[src/ssl_pkg.sv]
// shared constants and types for the software stroke limit checker
`default_nettype none
package ssl_pkg;
  // ------------------------------------------------------------
  // register map (byte addresses)
  // ------------------------------------------------------------
  localparam logic [7:0] ADDR_UPPER = 8'h00;
  localparam logic [7:0] ADDR_LOWER = 8'h04;
  localparam logic [7:0] ADDR_CFG   = 8'h08;
  localparam logic [7:0] ADDR_STAT  = 8'h0c;

  // ------------------------------------------------------------
  // reset values and field positions
  // ------------------------------------------------------------
  localparam logic [31:0] UPPER_RST   = 32'h7fffffff;
  localparam logic [31:0] LOWER_RST   = 32'h80000000;
  localparam logic        SEL_RST     = 1'h0;  // current feed position
  localparam logic        MAN_EN_RST  = 1'h0;  // manual check invalid
  localparam logic        DEG_RST     = 1'h0;
  localparam int          CFG_SEL_BIT = 0;
  localparam int          CFG_MAN_BIT = 1;
  localparam int          CFG_DEG_BIT = 2;
  localparam int          STAT_CLR_BIT = 0;
  localparam int          STAT_ERR_BIT = 16;
  localparam int          STAT_RUN_BIT = 17;
  localparam int          CODE_W      = 10;

  // ------------------------------------------------------------
  // error codes
  // ------------------------------------------------------------
  localparam logic [9:0] ERR_START_PLUS  = 10'h1fb;  // 507
  localparam logic [9:0] ERR_START_MINUS = 10'h1fc;  // 508
  localparam logic [9:0] ERR_CMD_PLUS    = 10'h1fd;
  localparam logic [9:0] ERR_CMD_MINUS   = 10'h1fe;
  localparam logic [9:0] ERR_NONE        = 10'h000;

  // ------------------------------------------------------------
  // control type codes
  // ------------------------------------------------------------
  localparam logic [3:0] CTL_ZRET_MACH = 4'h0;
  localparam logic [3:0] CTL_ZRET_FAST = 4'h1;
  localparam logic [3:0] CTL_LIN1      = 4'h2;
  localparam logic [3:0] CTL_LIN2      = 4'h3;
  localparam logic [3:0] CTL_FIX1      = 4'h4;
  localparam logic [3:0] CTL_FIX2      = 4'h5;
  localparam logic [3:0] CTL_CIRC      = 4'h6;
  localparam logic [3:0] CTL_SPEED     = 4'h7;
  localparam logic [3:0] CTL_SPD_POS   = 4'h8;
  localparam logic [3:0] CTL_CUR_CHG   = 4'h9;
  localparam logic [3:0] CTL_JUMP      = 4'ha;
  localparam logic [3:0] CTL_JOG       = 4'hb;
  localparam logic [3:0] CTL_MPG       = 4'hc;

  // motion states
  typedef enum logic [3:0]
  {
    ST_IDLE = 4'h1,
    ST_POS  = 4'h2,
    ST_SPD  = 4'h4,
    ST_MAN  = 4'h8
  } ssl_state_e;
endpackage
`default_nettype wire

[src/ssl_range_cmp.sv]
// signed comparison of one address against the movable range
`default_nettype none
module ssl_range_cmp #(
  parameter int W = 32
) (
  // address and limits
  input  wire logic [W-1:0] value,
  input  wire logic [W-1:0] upper,
  input  wire logic [W-1:0] lower,
  // result
  output logic              above,
  output logic              below
);
  // beyond the upper or under the lower limit
  assign above = $signed(value) > $signed(upper);
  assign below = $signed(value) < $signed(lower);
endmodule
`default_nettype wire

[src/ssl_stroke_check.sv]
// per-axis software stroke limit checker with apb registers
`default_nettype none
module ssl_stroke_check (
  // clock, reset, enable
  input  wire logic        pclk,
  input  wire logic        presetn,
  input  wire logic        ce,
  // apb slave
  input  wire logic        psel,
  input  wire logic        penable,
  input  wire logic        pwrite,
  input  wire logic [7:0]  paddr,
  input  wire logic [31:0] pwdata,
  output logic [31:0]      prdata,
  output logic             pready,
  output logic             pslverr,
  // axis positions
  input  wire logic [31:0] current_feed_position,
  input  wire logic [31:0] machine_feed_position,
  input  wire logic [31:0] partner_position,
  // start request
  input  wire logic        start_req,
  input  wire logic [3:0]  start_ctl,
  input  wire logic        start_dir_plus,
  input  wire logic        start_pair,
  input  wire logic [31:0] target_address_or_move_amount,
  // run progress
  input  wire logic        next_entry_req,
  input  wire logic [31:0] next_target,
  input  wire logic        seg_done,
  input  wire logic        motion_done,
  // results
  output logic             start_ok,
  output logic             start_refuse,
  output logic             stop_immediate,
  output logic             stop_decel,
  output logic             axis_error,
  output logic [9:0]       error_code,
  output logic             running
);
  // ------------------------------------------------------------
  // registers
  // ------------------------------------------------------------
  logic [31:0]         stroke_upper_limit_r;
  logic [31:0]         stroke_lower_limit_r;
  logic                stroke_check_address_select_r;
  logic                manual_stroke_check_enable_r;
  logic                degree_unit_r;
  ssl_pkg::ssl_state_e state_r;
  ssl_pkg::ssl_state_e state_nxt;
  logic                running_r;
  logic                pair_r;
  logic                run_chk_r;
  logic                dir_plus_r;
  logic                pend_stop_r;
  logic [9:0]          pend_code_r;
  logic [31:0]         prdata_r;
  logic                pready_r;
  logic                pslverr_r;
  logic                start_ok_r;
  logic                start_refuse_r;
  logic                stop_imm_r;
  logic                stop_decel_r;
  logic                err_r;
  logic [9:0]          code_r;

  // ------------------------------------------------------------
  // apb decode
  // ------------------------------------------------------------
  wire setup    = psel & ~penable & ~pready_r;
  wire wr_acc   = psel & penable & pwrite & pready_r;
  wire hit_up   = paddr == ssl_pkg::ADDR_UPPER;
  wire hit_lo   = paddr == ssl_pkg::ADDR_LOWER;
  wire hit_cfg  = paddr == ssl_pkg::ADDR_CFG;
  wire hit_st   = paddr == ssl_pkg::ADDR_STAT;
  wire mapped   = hit_up | hit_lo | hit_cfg | hit_st;
  wire err_clr  = wr_acc & hit_st & pwdata[ssl_pkg::STAT_CLR_BIT];
  wire [31:0] cfg_word = {29'h0000000, degree_unit_r, manual_stroke_check_enable_r,
                          stroke_check_address_select_r};
  wire [31:0] st_word  = {14'h0000, ~state_r[0], err_r, 6'h00, code_r};
  wire [31:0] rd_word  = hit_up  ? stroke_upper_limit_r :
                         hit_lo  ? stroke_lower_limit_r :
                         hit_cfg ? cfg_word :
                         hit_st  ? st_word : 32'h00000000;

  // ------------------------------------------------------------
  // control type decode
  // ------------------------------------------------------------
  wire is_zret   = start_ctl == ssl_pkg::CTL_ZRET_MACH | start_ctl == ssl_pkg::CTL_ZRET_FAST;
  wire is_jump   = start_ctl == ssl_pkg::CTL_JUMP;
  wire is_chg    = start_ctl == ssl_pkg::CTL_CUR_CHG;
  wire is_circ   = start_ctl == ssl_pkg::CTL_CIRC;
  wire is_interp = start_ctl == ssl_pkg::CTL_LIN2 | start_ctl == ssl_pkg::CTL_FIX2 | is_circ;
  wire is_pos    = is_interp | start_ctl == ssl_pkg::CTL_LIN1 | start_ctl == ssl_pkg::CTL_FIX1;
  wire is_speed  = start_ctl == ssl_pkg::CTL_SPEED | start_ctl == ssl_pkg::CTL_SPD_POS;
  wire is_manual = start_ctl == ssl_pkg::CTL_JOG | start_ctl == ssl_pkg::CTL_MPG;
  wire known     = is_zret | is_jump | is_chg | is_pos | is_speed | is_manual;
  // manual check only when enabled and not in degrees
  wire man_chk   = manual_stroke_check_enable_r & ~degree_unit_r;
  // start types that skip the check altogether
  wire no_check  = is_zret | is_jump | is_chg |
                   (is_speed & degree_unit_r) |
                   (is_manual & ~man_chk);

  // ------------------------------------------------------------
  // range comparisons
  // ------------------------------------------------------------
  wire [31:0] sel_pos = stroke_check_address_select_r ? machine_feed_position
                                                      : current_feed_position;
  wire [31:0] cmd_pos = state_r == ssl_pkg::ST_IDLE ? target_address_or_move_amount
                                                    : next_target;
  logic cur_above;
  logic cur_below;
  logic par_above;
  logic par_below;
  logic cmd_above;
  logic cmd_below;

  // own axis, partner axis, command endpoint
  ssl_range_cmp #(.W(32)) u_cur (
    .value (sel_pos),
    .upper (stroke_upper_limit_r),
    .lower (stroke_lower_limit_r),
    .above (cur_above),
    .below (cur_below)
  );
  ssl_range_cmp #(.W(32)) u_par (
    .value (partner_position),
    .upper (stroke_upper_limit_r),
    .lower (stroke_lower_limit_r),
    .above (par_above),
    .below (par_below)
  );
  ssl_range_cmp #(.W(32)) u_cmd (
    .value (cmd_pos),
    .upper (stroke_upper_limit_r),
    .lower (stroke_lower_limit_r),
    .above (cmd_above),
    .below (cmd_below)
  );

  // ------------------------------------------------------------
  // start evaluation
  // ------------------------------------------------------------
  wire chk_par   = is_interp | start_pair;
  wire cur_plus  = cur_above | (chk_par & par_above);
  wire cur_minus = cur_below | (chk_par & par_below);
  wire cmd_out   = is_pos & (cmd_above | cmd_below);
  wire away      = (cur_above & start_dir_plus) | (cur_below & ~start_dir_plus);
  wire man_fail  = (cur_above | cur_below) & (err_r | away);
  wire chk_fail  = is_manual ? man_fail : (cur_plus | cur_minus | cmd_out);
  wire fail      = known & ~no_check & chk_fail;
  wire start_now = ce & start_req & state_r == ssl_pkg::ST_IDLE;
  wire [9:0] start_code = (is_manual ? cur_above : cur_plus) ? ssl_pkg::ERR_START_PLUS :
                          (is_manual ? cur_below : cur_minus) ? ssl_pkg::ERR_START_MINUS :
                          cmd_above ? ssl_pkg::ERR_CMD_PLUS : ssl_pkg::ERR_CMD_MINUS;

  // ------------------------------------------------------------
  // run checks
  // ------------------------------------------------------------
  wire run_plus  = cur_above | (pair_r & par_above);
  wire run_minus = cur_below | (pair_r & par_below);
  wire pos_trip  = state_r == ssl_pkg::ST_POS & run_chk_r & (run_plus | run_minus);
  wire pend_trip = state_r == ssl_pkg::ST_POS & pend_stop_r & seg_done;
  wire man_trip  = state_r == ssl_pkg::ST_MAN & run_chk_r &
                   ((cur_above & dir_plus_r) | (cur_below & ~dir_plus_r));
  wire next_bad  = state_r == ssl_pkg::ST_POS & next_entry_req & (cmd_above | cmd_below);
  wire run_trip  = pos_trip | pend_trip | man_trip;
  wire [9:0] run_code = pos_trip ? (run_plus ? ssl_pkg::ERR_START_PLUS
                                             : ssl_pkg::ERR_START_MINUS) :
                        pend_trip ? pend_code_r :
                        (cur_above ? ssl_pkg::ERR_START_PLUS : ssl_pkg::ERR_START_MINUS);
  wire set_err   = (start_now & fail) | (ce & run_trip);

  // next motion state
  always_comb
  begin
    state_nxt = state_r;
    case (state_r)
      ssl_pkg::ST_IDLE:
      begin
        if (start_req & ~fail & known & ~is_chg)
          state_nxt = is_pos ? ssl_pkg::ST_POS :
                      is_manual ? ssl_pkg::ST_MAN : ssl_pkg::ST_SPD;
      end
      ssl_pkg::ST_POS,
      ssl_pkg::ST_MAN:
      begin
        if (run_trip | motion_done)
          state_nxt = ssl_pkg::ST_IDLE;
      end
      ssl_pkg::ST_SPD:
      begin
        if (motion_done)
          state_nxt = ssl_pkg::ST_IDLE;
      end
      default:
        state_nxt = ssl_pkg::ST_IDLE;
    endcase
  end

  // apb registers and answer
  always_ff @(posedge pclk or negedge presetn)
  begin
    if (!presetn)
    begin
      stroke_upper_limit_r          <= ssl_pkg::UPPER_RST;
      stroke_lower_limit_r          <= ssl_pkg::LOWER_RST;
      stroke_check_address_select_r <= ssl_pkg::SEL_RST;
      manual_stroke_check_enable_r  <= ssl_pkg::MAN_EN_RST;
      degree_unit_r                 <= ssl_pkg::DEG_RST;
      prdata_r                      <= 32'h00000000;
      pready_r                      <= 1'b0;
      pslverr_r                     <= 1'b0;
    end
    else if (ce)
    begin
      pready_r  <= setup;
      pslverr_r <= setup & ~mapped;
      prdata_r  <= (setup & ~pwrite) ? rd_word : 32'h00000000;
      if (wr_acc & hit_up)
        stroke_upper_limit_r <= pwdata;
      if (wr_acc & hit_lo)
        stroke_lower_limit_r <= pwdata;
      if (wr_acc & hit_cfg)
      begin
        stroke_check_address_select_r <= pwdata[ssl_pkg::CFG_SEL_BIT];
        manual_stroke_check_enable_r  <= pwdata[ssl_pkg::CFG_MAN_BIT];
        degree_unit_r                 <= pwdata[ssl_pkg::CFG_DEG_BIT];
      end
    end
  end

  // motion state and run context
  always_ff @(posedge pclk or negedge presetn)
  begin
    if (!presetn)
    begin
      state_r     <= ssl_pkg::ST_IDLE;
      running_r   <= 1'b0;
      pair_r      <= 1'b0;
      run_chk_r   <= 1'b0;
      dir_plus_r  <= 1'b0;
      pend_stop_r <= 1'b0;
      pend_code_r <= ssl_pkg::ERR_NONE;
    end
    else if (ce)
    begin
      state_r   <= state_nxt;
      running_r <= state_nxt != ssl_pkg::ST_IDLE; // flop copy keeps the output registered
      if (start_now)
      begin
        pair_r      <= chk_par;
        run_chk_r   <= is_manual ? man_chk : (is_pos & ~is_circ);
        dir_plus_r  <= start_dir_plus;
        pend_stop_r <= 1'b0;
      end
      else if (next_bad & ~pend_stop_r)
      begin
        pend_stop_r <= 1'b1;
        pend_code_r <= cmd_above ? ssl_pkg::ERR_CMD_PLUS : ssl_pkg::ERR_CMD_MINUS;
      end
    end
  end

  // result pulses and error latch; a new error wins over a reset
  always_ff @(posedge pclk or negedge presetn)
  begin
    if (!presetn)
    begin
      start_ok_r     <= 1'b0;
      start_refuse_r <= 1'b0;
      stop_imm_r     <= 1'b0;
      stop_decel_r   <= 1'b0;
      err_r          <= 1'b0;
      code_r         <= ssl_pkg::ERR_NONE;
    end
    else if (ce)
    begin
      start_ok_r     <= start_now & ~fail;
      start_refuse_r <= ce & start_req & (fail | state_r != ssl_pkg::ST_IDLE);
      stop_imm_r     <= pos_trip | pend_trip;
      stop_decel_r   <= man_trip;
      if (set_err)
      begin
        err_r  <= 1'b1;
        code_r <= start_now ? start_code : run_code;
      end
      else if (err_clr)
        err_r <= 1'b0;
    end
  end

  // outputs
  assign prdata         = prdata_r;
  assign pready         = pready_r;
  assign pslverr        = pslverr_r;
  assign start_ok       = start_ok_r;
  assign start_refuse   = start_refuse_r;
  assign stop_immediate = stop_imm_r;
  assign stop_decel     = stop_decel_r;
  assign axis_error     = err_r;
  assign error_code     = code_r;
  assign running        = running_r;
endmodule
`default_nettype wire

[config.mk]
export PLATFORM = sky130hd
export DESIGN_NAME = ssl_stroke_check
export DESIGN_NICKNAME = d
export VERILOG_FILES = /design/src/ssl_pkg.sv /design/src/ssl_range_cmp.sv /design/src/ssl_stroke_check.sv
export SDC_FILE = /design/constraint.sdc
export NUM_CORES = 1
export LEC_CHECK = 0
export BUFFER_PORTS_ARGS = -buffer_cell sky130_fd_sc_hd__buf_2
export CORE_ASPECT_RATIO = 0.6
export CORE_MARGIN = 2
export CORE_UTILIZATION = 59
export CTS_CLUSTER_SIZE = 24
export DETAILED_ROUTE_END_ITERATION = 8
export HOLD_SLACK_MARGIN = 0.03
export PLACE_DENSITY = 0.92
export SLEW_MARGIN = 20
export SYNTH_ARGS = -nofsm -noshare
export SYNTH_HDL_FRONTEND = slang
export SYNTH_SLANG_ARGS = --single-unit
[constraint.sdc]
create_clock -name pclk -period 8.84 [get_ports pclk]
set_input_delay 0.442 -clock pclk [delete_from_list [all_inputs] [get_ports pclk]]
set_output_delay 0.442 -clock pclk [all_outputs]
set_load 0.05 [all_outputs]
==> impl_metrics.yaml, run 1 <==
worst_setup_path:
  cp.arrival_ps: 5220
  r2r_start: "stroke_check_address_select_r"
  worst_setup_path_end_kind: "flip-flop"
  r2r_cells: 12
  worstReg2RegEnd: "error_code[0]"
  path_class: "reg2reg"
  required_ps: 9140
  startpoint_type: "flip-flop"
  cp_max_fo: 28
  rrSetupSlack_ps: 3910
synth:
  syn_inst: 1113
  synth_area_per_cell_um2: 9.587
  yosysTopAreaCellShare_pct: 22.16
  synth-edff-count: 0
  async_flop_share_pct: 100.0
  ys.flop_type: "dfrtp_1"
  yosys-top-cells-area: "ha_1 (22%), dfrtp_1 (21%), mux2_2 (11%)"
  ys_seq_area_share_pct: 29.00
  syn_nets: 1518
  ys_types: 72
  ys_ff_latch: 122
  ys_warn_count: 0
  yosys.area.top_type: "ha_1"
  synthesis.area_um2: 10670
power:
  combPwrFrac_pct: 34.9
  p_switching_mw: 0.7276
  p_leak_nw: 6.250
  p_sw_share_pct: 35.07
  intPower_mw: 1.347
  ir_drop_mv: 0.1366
  total_power_mw: 2.075
  p_per_area_nw_per_um2: 163.0
  pwr-share-seq_pct: 30.1
  clockPowerShare_pct: 35.0
finish:
  n_fill_cell: 1358
  fin_nets: 1765
  final_util_pct: 71.20
  syn2layout_area_growth_pct: 19.29
  layout-drive-gt1-share_pct: 32.85
  final_cells: 1615
cts:
  cts-buffers-inserted: 17
  insertion_delay_ps: 430
  cts.htree.levels: 4
  clock_path_buffers: 2
  holdBufCountCts: 0
  cts_resized: 0
  cts_setup_buffers: 0
  cts_tree: "done"
  root_buffer: "clkbuf_16"
  cts.clk_slew.worst_paths_ps: 60
  cts.sinks: 122
job:
  max-cap-violations: 0
timing:
  slew_violations: 0
  period_share_pct: 55.72
  setup_viol: 0
  worstMarginPinSlew_ps: 894.9
  rsz0062_at_grt: "false"
  hold_viol: 0
  maxSlewHeadroom_pct: 39.79
  finalSetupTns_ps: 0
  finClkSkew_ps: 19.19
  fmax_mhz: 203.0
  min_period_ps: 4926
global_routing:
  gr-usage-all-layers_pct: 38.20
  antenna_found_initial: 0
  overflow: 0
  grt_max_degree: 65
  grt_pass1_vias: 10110
  grt_pass1_wl_um: 55800
routing:
  vias: 10520
  vias_per_cell: 6.515
  ant_nets: 0
  drtIter0Drc: 1236
  firstDrtPassIters: 6
  drt-total-wl_um: 36570
  wire_per_inst_um: 22.65
  drcViolationCount: 0
place:
  place.detailed.hpwl_um: 28160
  dp_cells: 1581
  port_buffers: 264
  gp_congestion: 1.053
floorplan:
  row_count: 38
  die_width_um: 177.6
  core_area_um2: 17880
  ios: 266
  initial_core_util_pct: 59.69
  die_y_um: 108.2
  fp.dieArea_um2: 19210
outcome:
  status: "finished clean"
worst_hold_path:
  holdCritPathClass: "in2async"
layer usage:
| metal | GRT usage, % | vias up | part of all wire, % |
|---|---|---|---|
| met5 | 0 | - | 0 |
| met4 | 8.548 | 0 | 1.9 |
| met3 | 11.15 | 75 | 13 |
| li1 | - | 4680 | - |
| met1 | 54.06 | 5022 | 43 |
| met2 | 57.81 | 745 | 42 |
worst max-delay path, cell delays in order (launching register included):
cell      delay, ps
dfrtp_1         540
buf_4           470
mux2_2          420
ha_1            310
nand3_1         160
nor4_1          820
a221o_1         270
nor3_1           70
a21oi_1         380
o211ai_1        280
a211oi_1        490
o32ai_2         240
mux2_2          340
flip-flops by register name, summed over array words and instances (netlist names), 3 cells and up:
signal / flops
error_code: 4
state_r: 4
pend_code_r: 3
stroke_upper_limit_r: 32
prdata: 32
stroke_lower_limit_r: 32
synth_stat cells (all sizes together), types with 3 or more instances:
cell     instances
buf             24
nor3            12
dfrtp           89
mux2           106
nor2            35
o21a             3
clkbuf          20
nand3b           3
a21boi           3
o22ai            5
o211a            8
o21ai           71
and3             3
o2bb2ai         31
nand2b           5
nor3b            4
a21oi           74
nand4           32
mux2i           26
a2111oi          4
o2111ai          4
nand3           27
or3              3
o221ai           3
or2              3
nand2           96
a2bb2oi          5
nor2b            8
o211ai          11
a21o            11
a31oi            4
ha             189
a32o             3
dfstp           33
nor4             9
a221oi           4
and4             8
a211oi          16
a221o            3
inv             82
worst max-delay path by stage:
stage / start / endpoint / depth (start not counted)
finish: stroke_check_address_select_r / error_code[0] / 12
global route: stroke_check_address_select_r / error_code[0] / 12
CTS: stroke_check_address_select_r / error_code[0] / 12
detailed placement: state_r[0] / error_code[0] / 13
global placement: state_r[0] / error_code[2] / 13
floorplan: state_r[0] / error_code[0] / 15
cell type report:
type	instances	area (um2)	share of cell area (%)
Clock inverter	8	118.9	0.9338
Multi-Input combinational cell	865	7057	55.44
Timing Repair Buffer	272	1384	10.87
Antenna cell	2	5.005	0.03932
Tap cell	240	300.3	2.359
Sequential cell	122	3094	24.31
Inverter	82	307.8	2.418
Clock buffer	24	461.7	3.627
power groups by stage:
stage	clock network (mW)	registers [mW]	logic, mW
after floorplan	0	0.662	0.461
after global placement	0	0.630	0.684
after detailed placement	0	0.631	0.702
after CTS	0.723	0.622	0.711
after global routing	0.749	0.627	0.788
final	0.727	0.624	0.724
kinds of logic (layout without fill, tap and decap cells):
| logic type | after synthesis | count (layout) | synth area share, % |
|---|---|---|---|
| AOI/OAI and AO/OA | 285 | 285 | 18.03 |
| and+or+nand+nor | 257 | 257 | 12.12 |
| adders and majority gates | 189 | 189 | 22.16 |
| muxes | 132 | 132 | 13.63 |
| buffers and inverters | 126 | 386 | 4.937 |
| DFF | 122 | 122 | 29.00 |
| other | 1 | 3 | 0.03514 |
| xor gates and xnor gates | 1 | 1 | 0.08210 |
cells in the final DEF (no fill, tap or decap), drive strengths merged, types with 4 or more instances in the layout:
cell / count
a2111oi: 4
a211oi: 16
a21o: 11
a21oi: 74
a221oi: 4
a2bb2oi: 5
a31oi: 4
and4: 8
buf: 272
clkbuf: 24
clkinv: 6
dfrtp: 89
dfstp: 33
ha: 189
inv: 81
mux2: 106
mux2i: 26
nand2: 96
nand2b: 5
nand3: 27
nand4: 32
nor2: 35
nor2b: 8
nor3: 12
nor3b: 4
nor4: 9
o2111ai: 4
o211a: 8
o211ai: 11
o21ai: 71
o22ai: 5
o2bb2ai: 31
through the flow:
stage	setup slack [ps]	cell area, um2	hold slack (ps)
after global routing	3747	12720	186.7
after floorplan	4837	10670	146.4
after CTS	4123	12720	160.9
after global placement	4365	12140	463.4
after detailed placement	4303	12140	468.4
final	3914	12730	126.8
Note: power is estimated with default switching activity, not from simulation.
==> run 2: changes to the inputs <==
- CORE_UTILIZATION: 59 -> 55
- PLACE_DENSITY: 0.92 -> 0.87
- clock period: 8.84 -> 4.7 ns (I/O delays scaled with it)
==> run 2 against run 1 <==
Sequential share of layout area decreased by 0.46 points. Critical endpoint is now error_code[1]. Clock-buffer cell count fell by 5. Die area grew 7.1%. Final cell count grew 1.2%. Sequential power up 88%. Sequential cell count did not move. Clock skew is 10 ps lower. Non-clock buffer count is 12 higher. Total power increased by 96%. Final area rose by 1.9%.
==> impl_metrics.yaml, run 2 (synthesis results as in run 1) <==
outcome:
  status: "finished clean"
power:
  p_leak_nw: 6.336
  combPwrFrac_pct: 33.9
  p_per_area_nw_per_um2: 313.1
  total_power_mw: 4.062
  ir_drop_mv: 0.2919
  pwr-share-seq_pct: 28.9
  p_switching_mw: 1.396
  intPower_mw: 2.666
  p_sw_share_pct: 34.38
  clockPowerShare_pct: 37.2
cts:
  cts.clk_slew.worst_paths_ps: 60
  root_buffer: "clkbuf_16"
  cts.htree.levels: 4
  cts_setup_buffers: 0
  cts_tree: "done"
  cts-buffers-inserted: 17
  insertion_delay_ps: 430
  clock_path_buffers: 2
  cts.sinks: 122
global_routing:
  grt_max_degree: 77
  antenna_found_initial: 1
  overflow: 0
  grt_pass1_wl_um: 55570
  grt_pass1_vias: 10050
  gr-usage-all-layers_pct: 35.34
worst_setup_path:
  required_ps: 5010
  path_cells: "nor4b_4, buf_12, mux2_2, ha_1, a21oi_1, nor2_1, a2111oi_1, a211oi_1, o211a_1, o21ai_1, a211oi_4, o32ai_2, mux2_2"
  cp.arrival_ps: 4700
  cpMaxStageDelayCell: "dfstp_2"
  path_class: "reg2reg"
  cp_max_fo: 37
  max_stage_delay_ps: 620
  startpoint_type: "flip-flop"
  cpMostUsedCell: "mux2_2"
  worst_setup_path_end_kind: "flip-flop"
finish:
  final_cells: 1634
  stdcell_area_um2: 12970
  layout_common_cells: "buf_2 (263), ha_1 (189), mux2_2 (106)"
  final_common_cell: "buf_2"
  final_util_pct: 68.17
  fin_nets: 1777
  layout-drive-gt1-share_pct: 33.14
  syn2layout_area_growth_pct: 21.59
routing:
  drtIter0Drc: 981
  ant_nets: 0
  drt-total-wl_um: 35940
  wire_per_inst_um: 22.00
  vias_per_cell: 6.310
  drcViolationCount: 0
  firstDrtPassIters: 5
  vias: 10310
timing:
  finalSetupTns_ps: 0
  finClkSkew_ps: 8.935
  holdWs_ps: 32.05
  setup_viol: 0
  setup_slack_ps: 305.4
  min_period_ps: 4395
  worstMarginPinSlew_ps: 858.2
  period_share_pct: 93.50
  rsz0062_at_grt: "false"
  fmax_mhz: 227.6
  hold_viol: 0
  slew_violations: 0
  maxSlewHeadroom_pct: 42.58
floorplan:
  fp.dieArea_um2: 20570
  die_width_um: 183.8
  die_y_um: 111.9
  initial_core_util_pct: 56.07
  ios: 266
  row_count: 39
  core_area_um2: 19030
place:
  port_buffers: 264
  placed_area_um2: 12190
  place_ws_ps: 305.7
  gp_congestion: 1.017
  dp_cells: 1589
  place.detailed.hpwl_um: 27950
worst_hold_path:
  holdCritPathClass: "in2reg"
job:
  max-cap-violations: 0
run 2: cell types whose count changed in the layout (fill, tap and decap cells not counted), sizes merged:
cell         delta
clkbuf          -5
diode           +1
dlygate4sd3     +9
inv             +2
clkinv          -4
clkinvlp        +5
bufinv          +2
buf             +3
run 2: area by class of cell:
class	count	area, um2
clock buffer	19	442.9
multi-input combinational	865	7058
antenna	3	7.507
tap	246	307.8
clock inverter	13	214.0
sequential	122	3094
timing repair buffer	284	1541
fill	1483	6057
inverter	82	307.8
run 2: metal layers:
layer  part of all wire [%]  track usage, %  vias to the layer above
met5                      0               0                        -
li1                       -               -                     4712
met3                     11           8.243                       60
met4                    1.6           8.053                        0
met1                     46           52.57                     4961
met2                     42           51.95                      577
run 2: what timing repair did:
action | in CTS | in global routing
hold buffers | 9 | 0
endpoints found under the hold margin | 56 | 0
resized for setup | 0 | 1
setup endpoints to repair | 0 | 3
run 2: power groups by stage:
stage / sequential (mW) / combinational (mW) / clock (mW)
finish: 1.17 / 1.38 / 1.51
global route: 1.18 / 1.51 / 1.56
CTS: 1.17 / 1.36 / 1.51
detailed placement: 1.19 / 1.34 / 0
global placement: 1.19 / 1.30 / 0
floorplan: 1.25 / 0.867 / 0
run 2: final timing paths:
check,from,to,slack (ps),depth (start not counted)
worst max-delay path,state_r[0],error_code[1],310,13
worst min-delay path,pwdata[25],stroke_lower_limit_r[25],30,3
worst max register to register,state_r[0],error_code[1],310,13
worst min register to register,start_ok,start_ok,490,1
max in group asynchronous,presetn,stroke_lower_limit_r[12],3430,3
min in group asynchronous,presetn,prdata[3],270,2
run 2: worst max-delay path: cells and delay by family (launching register included):
family	cells	cell delay [ps]
multiplexers	2	790
AND/OR/NAND/NOR	2	340
buffers and inverters	1	280
AO/OA/AOI/OAI	7	1940
flip-flops	1	620
adder cells (fa/ha/maj)	1	300
==> run 3: changes to the inputs <==
- CORE_ASPECT_RATIO: 0.6 -> 0.75
- CORE_UTILIZATION: 55 -> 56
- PLACE_DENSITY: 0.87 -> 0.88
- SYNTH_HIERARCHICAL: unset -> 1
==> run 3 against run 2 <==
Non-clock buffer count increased by 3. Sequential cell count unchanged. Synthesized cell count increased by 12%. Die area increased by 3.3%. Global-route usage decreased by 0.80 points. Sequential power about the same. Final area increased by 4.3%. Total power decreased by 9.5%. Register-to-register slack got worse by 90 ps. Largest cell class unchanged. Highest routed layer is now met5.
==> impl_metrics.yaml, run 3 <==
worst_setup_path:
  startpoint_type: "flip-flop"
  path_buf_inv: 2
  crit_path_end: "error_code[7]"
  path_cells: "nor4b_4, buf_4, buf_8, mux2_2, ha_1, a41oi_2, o21ai_1, a221oi_2, o31ai_1, or3b_1, o21ai_2, o21ai_1, o2111ai_1, o41a_4, a22oi_4, mux2_1"
  cp_top_family: "compound AO/OA/AOI/OAI gates"
  max_stage_delay_ps: 610
  cp.arrival_ps: 4790
  cp_max_fo: 17
  crit_start: "state_r[0]"
  worst_setup_path_end_kind: "flip-flop"
  worstReg2RegEnd: "error_code[7]"
  r2r_start: "state_r[0]"
  cpMaxStageDelayCell: "dfstp_2"
  rrSetupSlack_ps: 220
  required_ps: 5010
  r2r_cells: 16
  cpMostUsedCell: "o21ai_1"
  cp.depth: 16
  path_class: "reg2reg"
synth:
  ys.flop_type: "dfrtp_1"
  synth-edff-count: 0
  synthesis.area_um2: 11240
  yosys-top-cells-area: "ha_1 (21%), dfrtp_1 (20%), mux2_2 (13%)"
  ys_seq_area_share_pct: 27.52
  yosysMostFrequentCell: "inv_1"
  ys_types: 66
  yosys.area.top_type: "ha_1"
  syn_nets: 1653
  synth.top_cells.by_count: "inv_1 (245), ha_1 (189), mux2_2 (131)"
  yosysTopAreaCellShare_pct: 21.04
  syn_inst: 1248
  synth_area_per_cell_um2: 9.008
  async_flop_share_pct: 100.0
  ys_ff_latch: 122
  ys_warn_count: 6
cts:
  cts.sinks: 122
  cts.clk_slew.worst_paths_ps: 70
  cts.htree.levels: 4
  cts_tree: "done"
  cts-buffers-inserted: 17
  root_buffer: "clkbuf_16"
  clock_path_buffers: 2
  insertion_delay_ps: 430
finish:
  layout-drive-gt1-share_pct: 33.81
  syn2layout_area_growth_pct: 20.42
  layout_common_cells: "buf_2 (263), inv_1 (245), ha_1 (189)"
  fin_nets: 1915
  final_cells: 1776
  antenna_cells: 0
  final_common_cell: "buf_2"
outcome:
  status: "finished clean"
worst_hold_path:
  holdCritPathClass: "in2reg"
  whs_path_depth: 3
global_routing:
  grt_max_degree: 63
  antenna_found_initial: 1
  overflow: 0
  grt_pass1_wl_um: 56380
  gr-usage-all-layers_pct: 34.55
  grt_pass1_vias: 10800
routing:
  drcViolationCount: 0
  drt-total-wl_um: 36840
  ant_nets: 0
  wire_per_inst_um: 20.74
  firstDrtPassIters: 9
  vias_per_cell: 6.062
  vias: 10770
  drtIter0Drc: 992
power:
  p_leak_nw: 6.342
  p_per_area_nw_per_um2: 271.5
  ir_drop_mv: 0.2010
timing:
  rsz0062_at_grt: "false"
  finClkSkew_ps: 16.37
  maxSlewHeadroom_pct: 44.15
  hold_viol: 0
  finalSetupTns_ps: 0
  setup_viol: 0
  fmax_mhz: 223.1
  slew_violations: 0
  min_period_ps: 4483
  period_share_pct: 95.39
  worstMarginPinSlew_ps: 835.8
floorplan:
  die_width_um: 167.6
  initial_core_util_pct: 57.52
  row_count: 44
  core_area_um2: 19540
  die_y_um: 126.7
  fp.dieArea_um2: 21240
  ios: 266
place:
  place.detailed.hpwl_um: 28150
  dp_cells: 1737
  gp_congestion: 0.9311
  port_buffers: 264
job:
  max-cap-violations: 0
run 3: changes by cell type after synthesis, moves of 22 or more:
cell	previous run	this run
a22oi_1	1	27
inv_1	82	245
mux2_2	106	131
nand2_1	96	59
o21ai_0	69	47
o22ai_1	5	29
o2bb2ai_1	31	0
run 3: logic make-up after synthesis:
logic type | count (synthesis) | share of synthesized area (%)
AOI/OAI and AO/OA | 285 | 16.64
adders and majority gates | 189 | 21.04
buffers and inverters | 289 | 9.950
DFF | 122 | 27.52
muxes | 141 | 14.25
other | 1 | 0.03336
and+or+nand+nor | 221 | 10.57
run 3: what timing repair did:
item / CTS / global route
setup endpoints to repair: 0 / 13
setup buffers: 0 / 5
resized for setup: 0 / 10
hold buffers: 1 / 0
endpoints found under the hold margin: 4 / 0
run 3: per-stage QoR:
step	hold WS [ps]	setup WS (ps)	instance area, um2	total power [mW]	util, %
CTS	30.32	75.80	13430	3.594	68.71
detailed placement	44.09	117.8	12840	2.268	65.70
finish	35.91	216.9	13540	3.675	69.27
floorplan	-60.59	386.3	11240	1.892	-
global placement	42.27	240.6	12840	2.233	65.70
global route	43.80	3.247	13540	3.848	69.27
run 3: tightest hold or removal path: cells and delay by family:
| family | cells | cell delay [ps] |
|---|---|---|
| buffers and inverters | 1 | 90 |
| and+or+nand+nor | 1 | 40 |
| AOI/OAI and AO/OA | 1 | 60 |
run 3: cell type report:
| type | count | area, um2 |
|---|---|---|
| Clock buffer | 19 | 442.9 |
| Clock inverter | 13 | 135.1 |
| Fill cell | 1499 | 6006 |
| Inverter | 245 | 919.6 |
| Multi-Input combinational cell | 837 | 7089 |
| Sequential cell | 122 | 3094 |
| Tap cell | 253 | 316.6 |
| Timing Repair Buffer | 287 | 1540 |
run 3: metal layers:
metal | track usage (%) | wire length, um | up-vias
li1 | - | - | 4956
met1 | 45.55 | 15130 | 5050
met2 | 55.04 | 16470 | 647
met3 | 8.487 | 3954 | 111
met4 | 13.76 | 1266 | 2
met5 | 0 | 11 | -
run 3: worst min path at each step:
stage	startpoint	end	slack [ps]
floorplan	presetn	axis_error	-60
global placement	presetn	prdata[23]	40
detailed placement	presetn	prdata[23]	40
CTS	pwdata[7]	stroke_lower_limit_r[7]	30
global route	pwdata[13]	stroke_upper_limit_r[13]	40
finish	pwdata[16]	stroke_lower_limit_r[16]	40
run 3: where the power goes:
group	total, mW	internal [mW]	switching [mW]
clock	1.32	0.757	0.558
combinational	1.21	0.516	0.695
sequential	1.15	1.10	0.0502
